[src/core/qst_defs.svh]
`ifndef QST_DEFS_SVH
`define QST_DEFS_SVH

// register byte offsets
`define QST_OFF_STATUS   12'h000
`define QST_OFF_CLEAR    12'h004
`define QST_OFF_ENABLE   12'h008
`define QST_OFF_EN_SET   12'h00C
`define QST_OFF_EN_CLR   12'h010
`define QST_OFF_LATCH    12'h014

// field layout
`define QST_CH_MSB       7
`define QST_CH_LSB       0

// reset values
`define QST_RST_STATUS   8'h00
`define QST_RST_LATCH    8'h00
`define QST_RST_ENABLE   8'h00

// bus answers
`define QST_RESP_OKAY    2'h0
`define QST_RESP_SLVERR  2'h2

`endif

[src/core/qst_pkg.sv]
package qst_pkg;
	typedef logic [7:0] qst_chan_t;

	typedef struct packed {
		logic        valid;
		logic [2:0]  chan;
	} qst_evt_t;

	typedef struct packed {
		logic [1:0]  resp;
		logic [31:0] data;
	} qst_rd_t;
endpackage

[src/core/qst_arbiter.sv]
`timescale 1ns/1ns
module qst_arbiter #(
	parameter int NCH = 8
) (
	// clock and reset
	input  wire logic           ref_clk_i,
	input  wire logic           rst_i,
	// candidates
	input  wire logic [NCH-1:0] pend_i,
	input  wire logic [NCH-1:0] busy_i,
	input  wire logic           take_ok_i,
	// grant
	output logic                grant_vld_o,
	output logic [2:0]          grant_ch_o,
	output logic [NCH-1:0]      grant_oh_o
);
	logic [NCH-1:0] elig;
	logic [NCH-1:0] next_oh;

	assign elig = pend_i & ~busy_i;

	// fixed priority, lowest channel wins; keeps the arbiter small
	always_comb begin
		next_oh = '0;
		for (int i = NCH - 1; i >= 0; i--) begin
			if (elig[i]) begin
				next_oh = '0;
				next_oh[i] = 1'b1;
			end
		end
	end

	always_ff @(posedge ref_clk_i or posedge rst_i) begin
		if (rst_i) begin
			grant_vld_o <= 1'b0;
			grant_ch_o  <= 3'h0;
			grant_oh_o  <= '0;
		end else begin
			grant_vld_o <= take_ok_i && (|next_oh);
			grant_oh_o  <= take_ok_i ? next_oh : '0;
			grant_ch_o  <= 3'h0;
			for (int i = 0; i < NCH; i++) begin
				if (next_oh[i]) begin
					grant_ch_o <= 3'(i);
				end
			end
		end
	end
endmodule

[src/core/qst_tracker.sv]
// Notes on behaviour
// - one status bit per channel, bits 7-0
// - status reads 1 while event queued
// - status reads 0 when nothing queued
// - queued channel is not prioritised again
// - clear write of 1 drops status and latch
// - clear write of 0 changes nothing
// - ordinary clear drops secondary bits only
// - status cleared by hardware or software first
// - disabled channel latches no event
`timescale 1ns/1ns
`include "qst_defs.svh"
module qst_tracker #(
	parameter int NCH = 8
) (
	// clock and reset
	input  wire logic            ref_clk_i,
	input  wire logic            rst_i,
	// axi4-lite write
	input  wire logic [11:0]     s_axi_awaddr,
	input  wire logic            s_axi_awvalid,
	output logic                 s_axi_awready,
	input  wire logic [31:0]     s_axi_wdata,
	input  wire logic [3:0]      s_axi_wstrb,
	input  wire logic            s_axi_wvalid,
	output logic                 s_axi_wready,
	output logic [1:0]           s_axi_bresp,
	output logic                 s_axi_bvalid,
	input  wire logic            s_axi_bready,
	// axi4-lite read
	input  wire logic [11:0]     s_axi_araddr,
	input  wire logic            s_axi_arvalid,
	output logic                 s_axi_arready,
	output logic [31:0]          s_axi_rdata,
	output logic [1:0]           s_axi_rresp,
	output logic                 s_axi_rvalid,
	input  wire logic            s_axi_rready,
	// event side
	input  wire logic [NCH-1:0]  evt_i,
	input  wire logic            queue_ready_i,
	input  wire logic [NCH-1:0]  hw_done_i,
	// ordinary channel secondary clear
	input  wire logic [NCH-1:0]  ord_status_i,
	input  wire logic            ord_clear_i,
	input  wire logic [NCH-1:0]  ord_clear_mask_i,
	// queue submission
	output qst_pkg::qst_evt_t    submit_o,
	output qst_pkg::qst_chan_t   status_o,
	output logic [NCH-1:0]       ord_status_o,
	output logic [NCH-1:0]       latch_o
);
	logic [NCH-1:0] status;
	logic [NCH-1:0] latch;
	logic [NCH-1:0] enable;
	logic [NCH-1:0] ord_status;
	logic [NCH-1:0] grant_oh;
	logic           grant_vld;
	logic [2:0]     grant_ch;
	logic           aw_held;
	logic           w_held;
	logic [11:0]    aw_addr;
	logic [31:0]    w_data;
	logic [3:0]     w_strb;
	logic           wr_go;
	logic [NCH-1:0] wr_ones;
	logic [NCH-1:0] sw_clr;
	logic [NCH-1:0] en_set;
	logic [NCH-1:0] en_clr;
	logic           wr_hit;
	qst_pkg::qst_rd_t next_rd;

	// write channel: address and data accepted in either order
	assign wr_go   = aw_held && w_held && !s_axi_bvalid;
	assign wr_ones = w_strb[0] ? w_data[NCH-1:0] : '0;
	assign sw_clr  = (wr_go && aw_addr == `QST_OFF_CLEAR) ? wr_ones : '0;
	assign en_set  = (wr_go && aw_addr == `QST_OFF_EN_SET) ? wr_ones : '0;
	assign en_clr  = (wr_go && aw_addr == `QST_OFF_EN_CLR) ? wr_ones : '0;
	assign wr_hit  = aw_addr == `QST_OFF_CLEAR || aw_addr == `QST_OFF_EN_SET
		|| aw_addr == `QST_OFF_EN_CLR;

	always_ff @(posedge ref_clk_i or posedge rst_i) begin
		if (rst_i) begin
			aw_held       <= 1'b0;
			w_held        <= 1'b0;
			aw_addr       <= 12'h000;
			w_data        <= 32'h00000000;
			w_strb        <= 4'h0;
			s_axi_awready <= 1'b0;
			s_axi_wready  <= 1'b0;
			s_axi_bvalid  <= 1'b0;
			s_axi_bresp   <= `QST_RESP_OKAY;
		end else begin
			s_axi_awready <= !aw_held && !s_axi_awready;
			s_axi_wready  <= !w_held && !s_axi_wready;
			if (s_axi_awvalid && s_axi_awready) begin
				aw_held <= 1'b1;
				aw_addr <= {s_axi_awaddr[11:2], 2'h0};
			end
			if (s_axi_wvalid && s_axi_wready) begin
				w_held <= 1'b1;
				w_data <= s_axi_wdata;
				w_strb <= s_axi_wstrb;
			end
			if (wr_go) begin
				aw_held      <= 1'b0;
				w_held       <= 1'b0;
				s_axi_bvalid <= 1'b1;
				s_axi_bresp  <= wr_hit ? `QST_RESP_OKAY : `QST_RESP_SLVERR;
			end else if (s_axi_bvalid && s_axi_bready) begin
				s_axi_bvalid <= 1'b0;
			end
		end
	end

	// read channel
	always_comb begin
		next_rd.resp = `QST_RESP_OKAY;
		next_rd.data = 32'h00000000;
		case ({s_axi_araddr[11:2], 2'h0})
			`QST_OFF_STATUS: next_rd.data[`QST_CH_MSB:`QST_CH_LSB] = status;
			`QST_OFF_CLEAR:  next_rd.data = 32'h00000000;
			`QST_OFF_ENABLE: next_rd.data[`QST_CH_MSB:`QST_CH_LSB] = enable;
			`QST_OFF_LATCH:  next_rd.data[`QST_CH_MSB:`QST_CH_LSB] = latch;
			default:         next_rd.resp = `QST_RESP_SLVERR;
		endcase
	end

	always_ff @(posedge ref_clk_i or posedge rst_i) begin
		if (rst_i) begin
			s_axi_arready <= 1'b0;
			s_axi_rvalid  <= 1'b0;
			s_axi_rdata   <= 32'h00000000;
			s_axi_rresp   <= `QST_RESP_OKAY;
		end else begin
			s_axi_arready <= !s_axi_rvalid && !s_axi_arready;
			if (s_axi_arvalid && s_axi_arready) begin
				s_axi_rvalid <= 1'b1;
				s_axi_rdata  <= next_rd.data;
				s_axi_rresp  <= next_rd.resp;
			end else if (s_axi_rvalid && s_axi_rready) begin
				s_axi_rvalid <= 1'b0;
			end
		end
	end

	// event enable
	always_ff @(posedge ref_clk_i or posedge rst_i) begin
		if (rst_i) begin
			enable <= `QST_RST_ENABLE;
		end else begin
			enable <= (enable | en_set) & ~en_clr;
		end
	end

	qst_arbiter #(
		.NCH(NCH)
	) u_arb (
		.ref_clk_i   (ref_clk_i),
		.rst_i       (rst_i),
		.pend_i      (latch),
		.busy_i      (status | grant_oh),
		.take_ok_i   (queue_ready_i),
		.grant_vld_o (grant_vld),
		.grant_ch_o  (grant_ch),
		.grant_oh_o  (grant_oh)
	);

	// per-channel latch and secondary status
	for (genvar c = 0; c < NCH; c++) begin : g_ch
		always_ff @(posedge ref_clk_i or posedge rst_i) begin
			if (rst_i) begin
				latch[c] <= 1'b0;
			end else if (evt_i[c] && enable[c]) begin
				latch[c] <= 1'b1;
			end else if (sw_clr[c] || grant_oh[c]) begin
				latch[c] <= 1'b0;
			end
		end

		// a grant that lands with a clear still sets the bit, so no queued entry goes untracked
		always_ff @(posedge ref_clk_i or posedge rst_i) begin
			if (rst_i) begin
				status[c] <= 1'b0;
			end else if (grant_oh[c]) begin
				status[c] <= 1'b1;
			end else if (sw_clr[c] || hw_done_i[c]) begin
				status[c] <= 1'b0;
			end
		end

		// ordinary clear drops the masked secondary bits; a new ordinary event in the same cycle wins
		always_ff @(posedge ref_clk_i or posedge rst_i) begin
			if (rst_i) begin
				ord_status[c] <= 1'b0;
			end else if (ord_status_i[c]) begin
				ord_status[c] <= 1'b1;
			end else if (ord_clear_i && ord_clear_mask_i[c]) begin
				ord_status[c] <= 1'b0;
			end
		end
	end

	always_ff @(posedge ref_clk_i or posedge rst_i) begin
		if (rst_i) begin
			submit_o     <= '0;
			status_o     <= `QST_RST_STATUS;
			ord_status_o <= '0;
			latch_o      <= `QST_RST_LATCH;
		end else begin
			submit_o.valid <= grant_vld;
			submit_o.chan  <= grant_ch;
			status_o       <= status;
			ord_status_o   <= ord_status;
			latch_o        <= latch;
		end
	end
endmodule
[config.mk]
export PLATFORM = sky130hd
export DESIGN_NAME = qst_tracker
export DESIGN_NICKNAME = d
export VERILOG_FILES = /design/src/core/qst_pkg.sv /design/src/core/qst_arbiter.sv /design/src/core/qst_tracker.sv
export VERILOG_INCLUDE_DIRS = /design/src /design/src/core
export SDC_FILE = /design/constraint.sdc
export NUM_CORES = 1
export LEC_CHECK = 0
export ABC_AREA = 0
export BUFFER_PORTS_ARGS = -buffer_cell sky130_fd_sc_hd__buf_2
export CELL_PAD_IN_SITES_DETAIL_PLACEMENT = 1
export CELL_PAD_IN_SITES_GLOBAL_PLACEMENT = 2
export CORE_MARGIN = 10
export CORE_UTILIZATION = 30
export CTS_CLUSTER_DIAMETER = 50
export DETAILED_ROUTE_END_ITERATION = 6
export PLACE_DENSITY = 0.78
export SLEW_MARGIN = 0
export SYNTH_ARGS = -nofsm -noshare
export SYNTH_HDL_FRONTEND = slang
export SYNTH_SLANG_ARGS = --single-unit
[constraint.sdc]
create_clock -name ref_clk_i -period 4.8 [get_ports ref_clk_i]
set_input_delay 0.96 -clock ref_clk_i [delete_from_list [all_inputs] [get_ports ref_clk_i]]
set_output_delay 0.96 -clock ref_clk_i [all_outputs]
set_load 0.01 [all_outputs]
* After elaboration in Yosys (flattened, before gate mapping) *
Cells that the tools add are included.

operators by class
  add/subtract/negate cells = 0
  multipliers = 0
  div/mod/pow operators = 0
  magnitude comparators = 0
  eq/ne operators = 6
  shifts and indexed selects = 0
  multiplexer cells = 79
  bitwise operators = 6
  reduce and logical (&&, ||, !) cells = 86

operator list
  operator               number
  $mux W8                13
  $mux W1                57
  $reduce_bool A2 Y1     28
  $logic_and A1 B1 Y1    30
  $pmux W8 S3            1
  $eq A10 B1 Y1 const B  2
  $eq A10 B2 Y1 const B  2
  $eq A10 B3 Y1 const B  2
  $logic_or A1 B1 Y1     18
  $and A8 B8 Y8          2
  $not A8 Y8             2
  $or A8 B8 Y8           2
  $mux W3                4
  $logic_not A10 Y1      1
  $mux W2                4
  $reduce_or A8 Y1       1
  $logic_not A1 Y1       7
  $reduce_or A4 Y1       1

word-level totals
  register bits after elaboration = 110
  latch bits = 0
  memory bits (writable) = 0
  bits in read-only memories = 0
  bits of input ports = 101
  word-level logic and storage cells = 223
  memories = 0

* Logic depth before layout (Yosys ltp) *
Gate-level depths: netlist (run 1).

  depth in word-level cells = 18
  depth in mapped cells = 6

* Cells and area by module *
From an unflattened synthesis (run 1), not the netlist that was laid out.

second synthesis, totals
  cells, all modules = 345
  area, all modules = 4390.5 µm²

by module, submodules not included
  module       instances  cells each  area an instance (µm²)  seq. area each (µm²)
  qst_tracker  1          294         3769.9                  2402.3
  qst_arbiter  1          51          620.6                   300.3

* Least setup slack after synthesis (run 1) *
OpenSTA, ideal clock, no wires.

  path kind = input -> register
  start point = input port s_axi_araddr[3]
  end point = register s_axi_rdata[0]
  library setup time = 126 ps
  arrival time = 1992 ps
  data required time = 4674 ps
  slack = 2682 ps
  cell stages on the path = 5
  buffers on the path = 2
  path through = buf_2 and3b_1 and4_1 clkbuf_1 a221o_1

on the way
  longest elaborated chain between the ends = 2
  elaborated cells on any way between the ends = 4

ends and longest elaborated chain
  what                                   line                text
  start, declared                        qst_tracker.sv:31   input wire logic [11:0] s_axi_araddr,
  $eq A10 B3 Y1 (tied with other cells)  qst_tracker.sv:119  case ({s_axi_araddr[11:2], 2'h0})
  $pmux W8 S3 (*)                        qst_tracker.sv:119
  end signal, assigned                   qst_tracker.sv:138  s_axi_rdata <= next_rd.data;
  end, declared                          qst_tracker.sv:34   output logic [31:0] s_axi_rdata,

Every way passes the cells marked *; elsewhere a longest branch is shown, timed or not.
A chain may end at the register's enable or synchronous reset.

* Worst setup path in the final report (run 1) *
  start point = register aw_addr[7]
  end point = register enable[2]

on the way
  longest elaborated chain between the ends = 5
  elaborated cells on any way between the ends = 9

ends and longest elaborated chain
  what                                                                    line                                  text
  start, declared                                                         qst_tracker.sv:61                     logic [11:0] aw_addr;
  start signal, assigned                                                  qst_tracker.sv:97                     aw_addr <= {s_axi_awaddr[11:2], 2'h0};
  $eq A10 B2 Y1 (no source line) / $eq A10 B3 Y1 (equally long branches)  n/a
  $logic_and A1 B1 Y1 (no source line)                                    n/a
  $mux W8, on equally long branches                                       qst_tracker.sv:76, qst_tracker.sv:77
  $or A8 B8 Y8 / $not A8 Y8 (equally long branches)                       qst_tracker.sv:151                    enable <= (enable | en_set) & ~en_clr;
  $and A8 B8 Y8 (*)                                                       qst_tracker.sv:151
  end signal, assigned                                                    qst_tracker.sv:149                    enable <= `QST_RST_ENABLE;
  end signal, assigned                                                    qst_tracker.sv:151
  end, declared                                                           qst_tracker.sv:54                     logic [NCH-1:0] enable;

Marked as above.

==> results.py, run 1 <==
metrics = {
    "sta": {
        "fin_skew_ns": 0.00705,
        "rsz0062_at_grt": "false",
        "fmax_ghz": 0.442,
        "tns_ns": 0,
        "slew_viol_final": 0,
        "relSlewSlack": 0.360,
        "tightest_slew_ns": 0.959,
        "post-route-min-period_ns": 2.26,
        "hold-worst-slack_ns": 0.353,
        "final-setup-viol-count": 0,
        "period_share": 0.471,
        "hold_viol_final": 0,
    },
    "clocking": {
        "htree_levels": 3,
        "worstSkewPairLatency_ns": 0.36,
        "clk_pin_slew_ns": 0.07,
        "cts_tree": "yes",
        "cts_hold_buf": 0,
        "postCtsSetupRepairBufs": 0,
        "cts_sinks": 108,
        "cts_made_buffers": 9,
        "root_buffer": "clkbuf_16",
        "ctsLongestPathBuffers": 2,
        "cts_resized": 0,
    },
    "setup_path": {
        "endpoint_kind": "flip-flop",
        "cp.required_ns": 5.03,
        "rr_startpoint": "aw_addr[7]",
        "path_max_fanout": 9,
        "cp-start-kind": "flip-flop",
        "cp-startpoint": "aw_addr[7]",
        "cp.arrival_ns": 2.49,
        "worstSetupPathType": "reg -> reg",
    },
    "pwr": {
        "switchingPower_mw": 0.844,
        "power_frac_comb": 0.226,
        "leakagePower_nw": 2.58,
        "seq_power_share": 0.498,
        "power_mw": 2.61,
        "p_clk_frac": 0.275,
        "swShare": 0.324,
        "power.internal_mw": 1.76,
        "ir_drop_mv": 0.149,
        "power-per-cell-area_mw_per_mm2": 502,
    },
    "die": {
        "coreArea_mm2": 0.0139,
        "rows": 43,
        "top_level_ports": 170,
        "fp.dieH_um": 139,
        "dieArea_mm2": 0.0193,
        "start_util": 0.306,
        "fp.dieW_um": 139,
    },
    "final_layout": {
        "seq_area_mm2": 0.00270,
        "drive_above_1_share": 0.338,
        "n_fill_cell": 1570,
        "multi_input_area_mm2": 0.00134,
        "diodes": 0,
        "nets": 552,
        "area_growth_pct": 22.3,
    },
    "drt": {
        "drtAntennaViolNets": 0,
        "drtPass1Iterations": 5,
        "drt-total-wl_um": 11200,
        "via_per_inst": 4.63,
        "wl_per_cell_um": 17.5,
        "via_count": 2945,
        "drt_iter0_markers": 116,
        "drc": 0,
    },
    "logic_synthesis": {
        "yosys_register_bits": 108,
        "ys_warn_count": 0,
        "async_flop_share": 1.00,
        "synth.avg_cell_area_um2": 12.7,
        "synth_area_leader_cell": "dfrtp_1",
        "synth_flop_cell": "dfrtp_1",
        "synth_cells": 334,
        "netlist_area_mm2": 0.00425,
        "synth-edff-count": 0,
        "ys_seq_area_frac": 0.636,
        "synthDistinctLibCells": 41,
        "synthTopCellsByArea": "dfrtp_1, mux2_2, buf_4",
        "synth_top_area_share": 0.636,
    },
    "grt": {
        "grt_overflow_total": 0,
        "grt_first_pass_wirelength_um": 17700,
        "grt_pass1_vias": 3298,
        "grt_max_degree": 80,
        "antenna_found_initial": 0,
        "grt_use_total": 0.116,
    },
    "hold_path": {
        "hold_start": "u_arb.grant_vld_o",
        "worst_hold_path_type": "reg -> reg",
    },
    "run_status": {
        "status": "finished clean",
    },
    "place": {
        "io_buffers": 112,
        "hpwl_um": 8630,
        "routabilityCongestion": 0.817,
    },
    "flow_run": {
        "maxCapViolCount": 0,
    },
}
[stage by stage]
step / setup WS (ns) / instances / instance area (um2) / util
floorplan: 0.994 / 359 / 4340 / -
global placement: 2.39 / 620 / 4910 / 0.354
global route: 2.37 / 636 / 5200 / 0.374
CTS: 2.47 / 636 / 5200 / 0.374
detailed placement: 2.33 / 620 / 4910 / 0.354
finish: 2.54 / 636 / 5200 / 0.374
[path summary, 6_finish.rpt]
kind	to	slack [ns]	depth (start not counted)
max in group asynchronous	ord_status_o[1]	3.02	3
max reg2reg	enable[2]	2.54	4
min in group asynchronous	s_axi_bvalid	0.81	2
min	submit_o[3]	0.35	0
max	enable[2]	2.54	4
min reg2reg	submit_o[3]	0.35	0
[critical path, stage by stage (launching register included)]
cell	delay, ns
dfrtp_1	0.38
or4_4	0.58
nor4_4	0.56
and3_1	0.49
a21oi_1	0.13
[power groups by stage]
stage / combinational [mW] / sequential (mW) / clock [mW]
6_report: 0.590 / 1.30 / 0.718
3_5_place_dp: 0.607 / 1.32 / 0
2_1_floorplan: 0.397 / 1.30 / 0
5_1_grt: 0.663 / 1.34 / 0.778
3_3_place_gp: 0.588 / 1.31 / 0
4_1_cts: 0.610 / 1.30 / 0.749
[cell usage after synthesis, drive strengths merged (3+ instances only)]
master / count
a21o: 9
a21oi: 13
a22oi: 8
a31o: 8
a32o: 7
a41oi: 8
and3: 5
buf: 29
clkbuf: 3
dfrtp: 108
inv: 19
mux2: 19
mux2i: 8
nand2: 23
nand3b: 3
nor2: 16
nor2b: 3
nor3: 3
nor3b: 7
nor4: 4
o21ai: 12
[layer usage]
metal | share of wire | up-vias | global-route usage
met4 | 0.016 | 0 | 0.0445
met1 | 0.42 | 1462 | 0.131
met2 | 0.48 | 109 | 0.187
li1 | - | 1363 | -
met5 | 0 | - | 0
met3 | 0.084 | 11 | 0.0534
[layout make-up]
| type | count | area share |
|---|---|---|
| flip-flops and latches | 108 | 0.520 |
| clock buffers | 10 | 0.0441 |
| well taps | 180 | 0.0433 |
| multi-input cells | 200 | 0.258 |
| clock inverters | 6 | 0.0108 |
| repair buffers | 113 | 0.109 |
| inverters | 19 | 0.0142 |
[cells by family after synthesis]
logic type / count (synthesis) / synth area share
simple gates: 76 / 0.103
other cells: 1 / 0.000883
mux: 27 / 0.0692
flops: 108 / 0.636
compound gates: 71 / 0.121
buf+inv: 51 / 0.0701
[cells in the final DEF (no fill, tap or decap), types with 8 or more instances in the layout]
cell type	synthesis	final
a21o_1	9	9
a21oi_1	13	13
a22oi_1	8	8
a31o_1	8	8
a41oi_1	8	8
buf_2	1	112
clkbuf_16	0	9
conb_1	1	26
dfrtp_1	108	108
inv_1	19	18
mux2_2	19	19
mux2i_1	8	8
nand2_1	23	23
nor2_1	16	16
o21ai_0	12	12
[registers in the layout, summed over array words and instances, names as in the netlist, 3 cells and up]
register / flops
ord_status_o: 8
ord_status: 8
aw_addr: 10
status: 8
enable: 8
status_o: 8
u_arb.grant_oh_o: 8
s_axi_rdata: 8
latch_o: 8
u_arb.grant_ch_o: 3
submit_o: 4
w_data: 8
latch: 8
Note: power is estimated with default switching activity, not from simulation.
==> inputs of run 2 (changes only) <==
--- a/config.mk
+++ b/config.mk
@@ -6,15 +6,15 @@
 export SDC_FILE = /design/constraint.sdc
 export NUM_CORES = 1
 export LEC_CHECK = 0
-export ABC_AREA = 0
+export ABC_AREA = 1
 export BUFFER_PORTS_ARGS = -buffer_cell sky130_fd_sc_hd__buf_2
 export CELL_PAD_IN_SITES_DETAIL_PLACEMENT = 1
 export CELL_PAD_IN_SITES_GLOBAL_PLACEMENT = 2
 export CORE_MARGIN = 10
-export CORE_UTILIZATION = 30
+export CORE_UTILIZATION = 28
 export CTS_CLUSTER_DIAMETER = 50
 export DETAILED_ROUTE_END_ITERATION = 6
-export PLACE_DENSITY = 0.78
+export PLACE_DENSITY = 0.79
 export SLEW_MARGIN = 0
 export SYNTH_ARGS = -nofsm -noshare
 export SYNTH_HDL_FRONTEND = slang
==> constraint.sdc (replaced) <==
create_clock -name ref_clk_i -period 2.4 [get_ports ref_clk_i]
set_input_delay 0.48 -clock ref_clk_i [delete_from_list [all_inputs] [get_ports ref_clk_i]]
set_output_delay 0.48 -clock ref_clk_i [all_outputs]
set_load 0.01 [all_outputs]
==> run 2 against run 1 <==
Net effect: clock power is 110% higher; sequential share of layout area decreased by 3.5 points; sequential power is 100% higher; via count up 23%; worst hold slack lost 0.15 ns; flip-flop and latch count is the same; maximum frequency up 37%; critical endpoint is now enable[6]; largest cell class unchanged; largest power group unchanged.
==> results.py, run 2 <==
metrics = {
    "run_status": {
        "status": "finished clean",
    },
    "final_layout": {
        "largest-register": "aw_addr",
        "drive_above_1_share": 0.219,
        "utilization": 0.352,
        "diodes": 0,
        "final_common_cell": "nand2_1",
        "area_growth_pct": 23.4,
        "nets": 733,
        "n_fill_cell": 1916,
        "mostFrequentLayoutCells": "nand2_1, buf_2, dfrtp_1",
        "largest_register_ffs": 10,
    },
    "place": {
        "io_buffers": 112,
        "hpwl_um": 10200,
        "routabilityCongestion": 0.821,
        "post-place-ws_ns": 0.575,
    },
    "logic_synthesis": {
        "yosys_register_bits": 108,
        "async_flop_share": 1.00,
        "ys_warn_count": 0,
        "synth_area_leader_cell": "dfrtp_1",
        "synth.avg_cell_area_um2": 8.83,
        "synth_top_area_share": 0.598,
        "yosysMostFrequentCell": "nand2_1",
        "synthDistinctLibCells": 23,
        "ys_seq_area_frac": 0.598,
        "netlist_area_mm2": 0.00452,
        "synth_cells": 512,
        "synth_flop_cell": "dfrtp_1",
        "synthTopCellsByArea": "dfrtp_1, nand2_1, nand3_1",
        "synth_commonest_cells": "nand2_1, dfrtp_1, inv_1, nand3_1, nor2_1",
        "synth-edff-count": 0,
    },
    "clocking": {
        "clk_pin_slew_ns": 0.06,
        "cts_sinks": 108,
        "htree_levels": 3,
        "worstSkewPairLatency_ns": 0.35,
        "cts_tree": "yes",
        "postCtsSetupRepairBufs": 0,
        "ctsLongestPathBuffers": 2,
        "cts_made_buffers": 9,
        "cts_hold_buf": 0,
        "root_buffer": "clkbuf_16",
        "cts_resized": 0,
    },
    "setup_path": {
        "r2r_cells": 7,
        "rr_startpoint": "aw_addr[7]",
        "cp-start-kind": "flip-flop",
        "max_stage_delay_ns": 0.41,
        "worstSetupPathType": "reg -> reg",
        "crit_path_top_delay_cell": "and2_1",
        "cp.arrival_ns": 1.89,
        "path_common_cell": "nand2_1",
        "path_cells": "nor2_1 -> nand2_2 -> nor3_4 -> and2_1 -> nand2_1 -> nand2_1 -> inv_1",
        "path_max_fanout": 9,
        "cp-startpoint": "aw_addr[7]",
        "endpoint_kind": "flip-flop",
        "cp.required_ns": 2.65,
    },
    "die": {
        "fp.dieW_um": 147,
        "dieArea_mm2": 0.0216,
        "rows": 46,
        "start_util": 0.286,
        "fp.dieH_um": 147,
        "top_level_ports": 170,
        "coreArea_mm2": 0.0158,
    },
    "hold_path": {
        "worst_hold_path_type": "in -> async",
    },
    "drt": {
        "wl_per_cell_um": 15.1,
        "drc": 0,
        "via_count": 3613,
        "via_per_inst": 4.24,
        "drtPass1Iterations": 4,
        "drtAntennaViolNets": 0,
        "drt_iter0_markers": 136,
        "drt-total-wl_um": 12900,
    },
    "sta": {
        "fmax_ghz": 0.607,
        "tns_ns": 0,
        "tightest_slew_ns": 0.620,
        "relSlewSlack": 0.585,
        "final-setup-viol-count": 0,
        "hold_viol_final": 0,
        "period_share": 0.687,
        "setup_slack_ns": 0.752,
        "slew_viol_final": 0,
        "rsz0062_at_grt": "false",
        "fin_skew_ns": 0.00569,
        "post-route-min-period_ns": 1.65,
    },
    "grt": {
        "grt_use_total": 0.120,
        "grt_pass1_vias": 3976,
        "grt_overflow_total": 0,
        "grt_max_degree": 43,
        "antenna_found_initial": 0,
        "grt_first_pass_wirelength_um": 20600,
    },
    "pwr": {
        "ir_drop_mv": 0.566,
        "power-per-cell-area_mw_per_mm2": 968,
        "leakagePower_nw": 3.12,
    },
    "flow_run": {
        "maxCapViolCount": 0,
    },
}
run 2: changes by cell type in the layout (fill, tap and decap cells not counted), moves of 8 or more:
| cell | delta |
|---|---|
| a31o_1 | -8 |
| nor2_1 | +20 |
| a41oi_1 | -8 |
| mux2_2 | -19 |
| nand3_1 | +58 |
| mux2i_1 | -8 |
| inv_1 | +41 |
| nand2_1 | +150 |
| a21oi_1 | -11 |
| a22oi_1 | -8 |
run 2: final timing paths:
path / end / slack (ns)
setup / recovery: enable[6] / 0.75
hold / removal: aw_addr[7] / 0.20
setup reg to reg: enable[6] / 0.75
hold reg to reg: submit_o[1] / 0.35
max in group asynchronous: s_axi_rvalid / 1.59
min in group ref_clk_i: s_axi_bvalid / 0.29
run 2: area by class of cell:
class                      instances  area (um2)  area share
inverter                          61         233      0.0417
multi-input combinational        335        1460       0.261
sequential                       108        2700       0.485
clock buffer                      11         243      0.0435
timing repair buffer             117         623       0.112
tap                              216         270      0.0485
clock inverter                     4        50.0     0.00897
run 2: kinds of logic after synthesis:
family,after synthesis,share of synthesized area
simple gates,286,0.267
compound gates,23,0.0338
buf+inv,94,0.101
flops,108,0.598
other cells,1,0.000830
run 2: where the power goes:
part           total (mW)  switching [mW]  internal, mW
Combinational        1.32           0.869         0.451
Sequential           2.60           0.297          2.30
Clock                1.48           0.650         0.830
Total                5.40            1.82          3.58
run 2: through the flow:
stage	instances	instance area, um2	hold WS [ns]	power, mW
6_report	852	5580	0.202	5.40
3_5_place_dp	837	5280	0.341	3.98
2_1_floorplan	537	4620	0.331	3.44
5_1_grt	852	5580	0.229	5.80
3_3_place_gp	837	5280	0.335	3.90
4_1_cts	852	5580	0.206	5.50
run 2: metal layers:
metal  global-route usage  up-vias  part of all wire
met1                0.143     1746              0.45
met3               0.0430        8             0.060
met5                    0        -                 0
met4               0.0342        0             0.011
met2                0.198       92              0.48
li1                     -     1767                 -
run 2: worst max-delay path: cells and delay by family, from the launching register on:
kind	cells	cell delay, ns
buf+inv	1	0.04
flops	1	0.38
simple gates	6	1.13
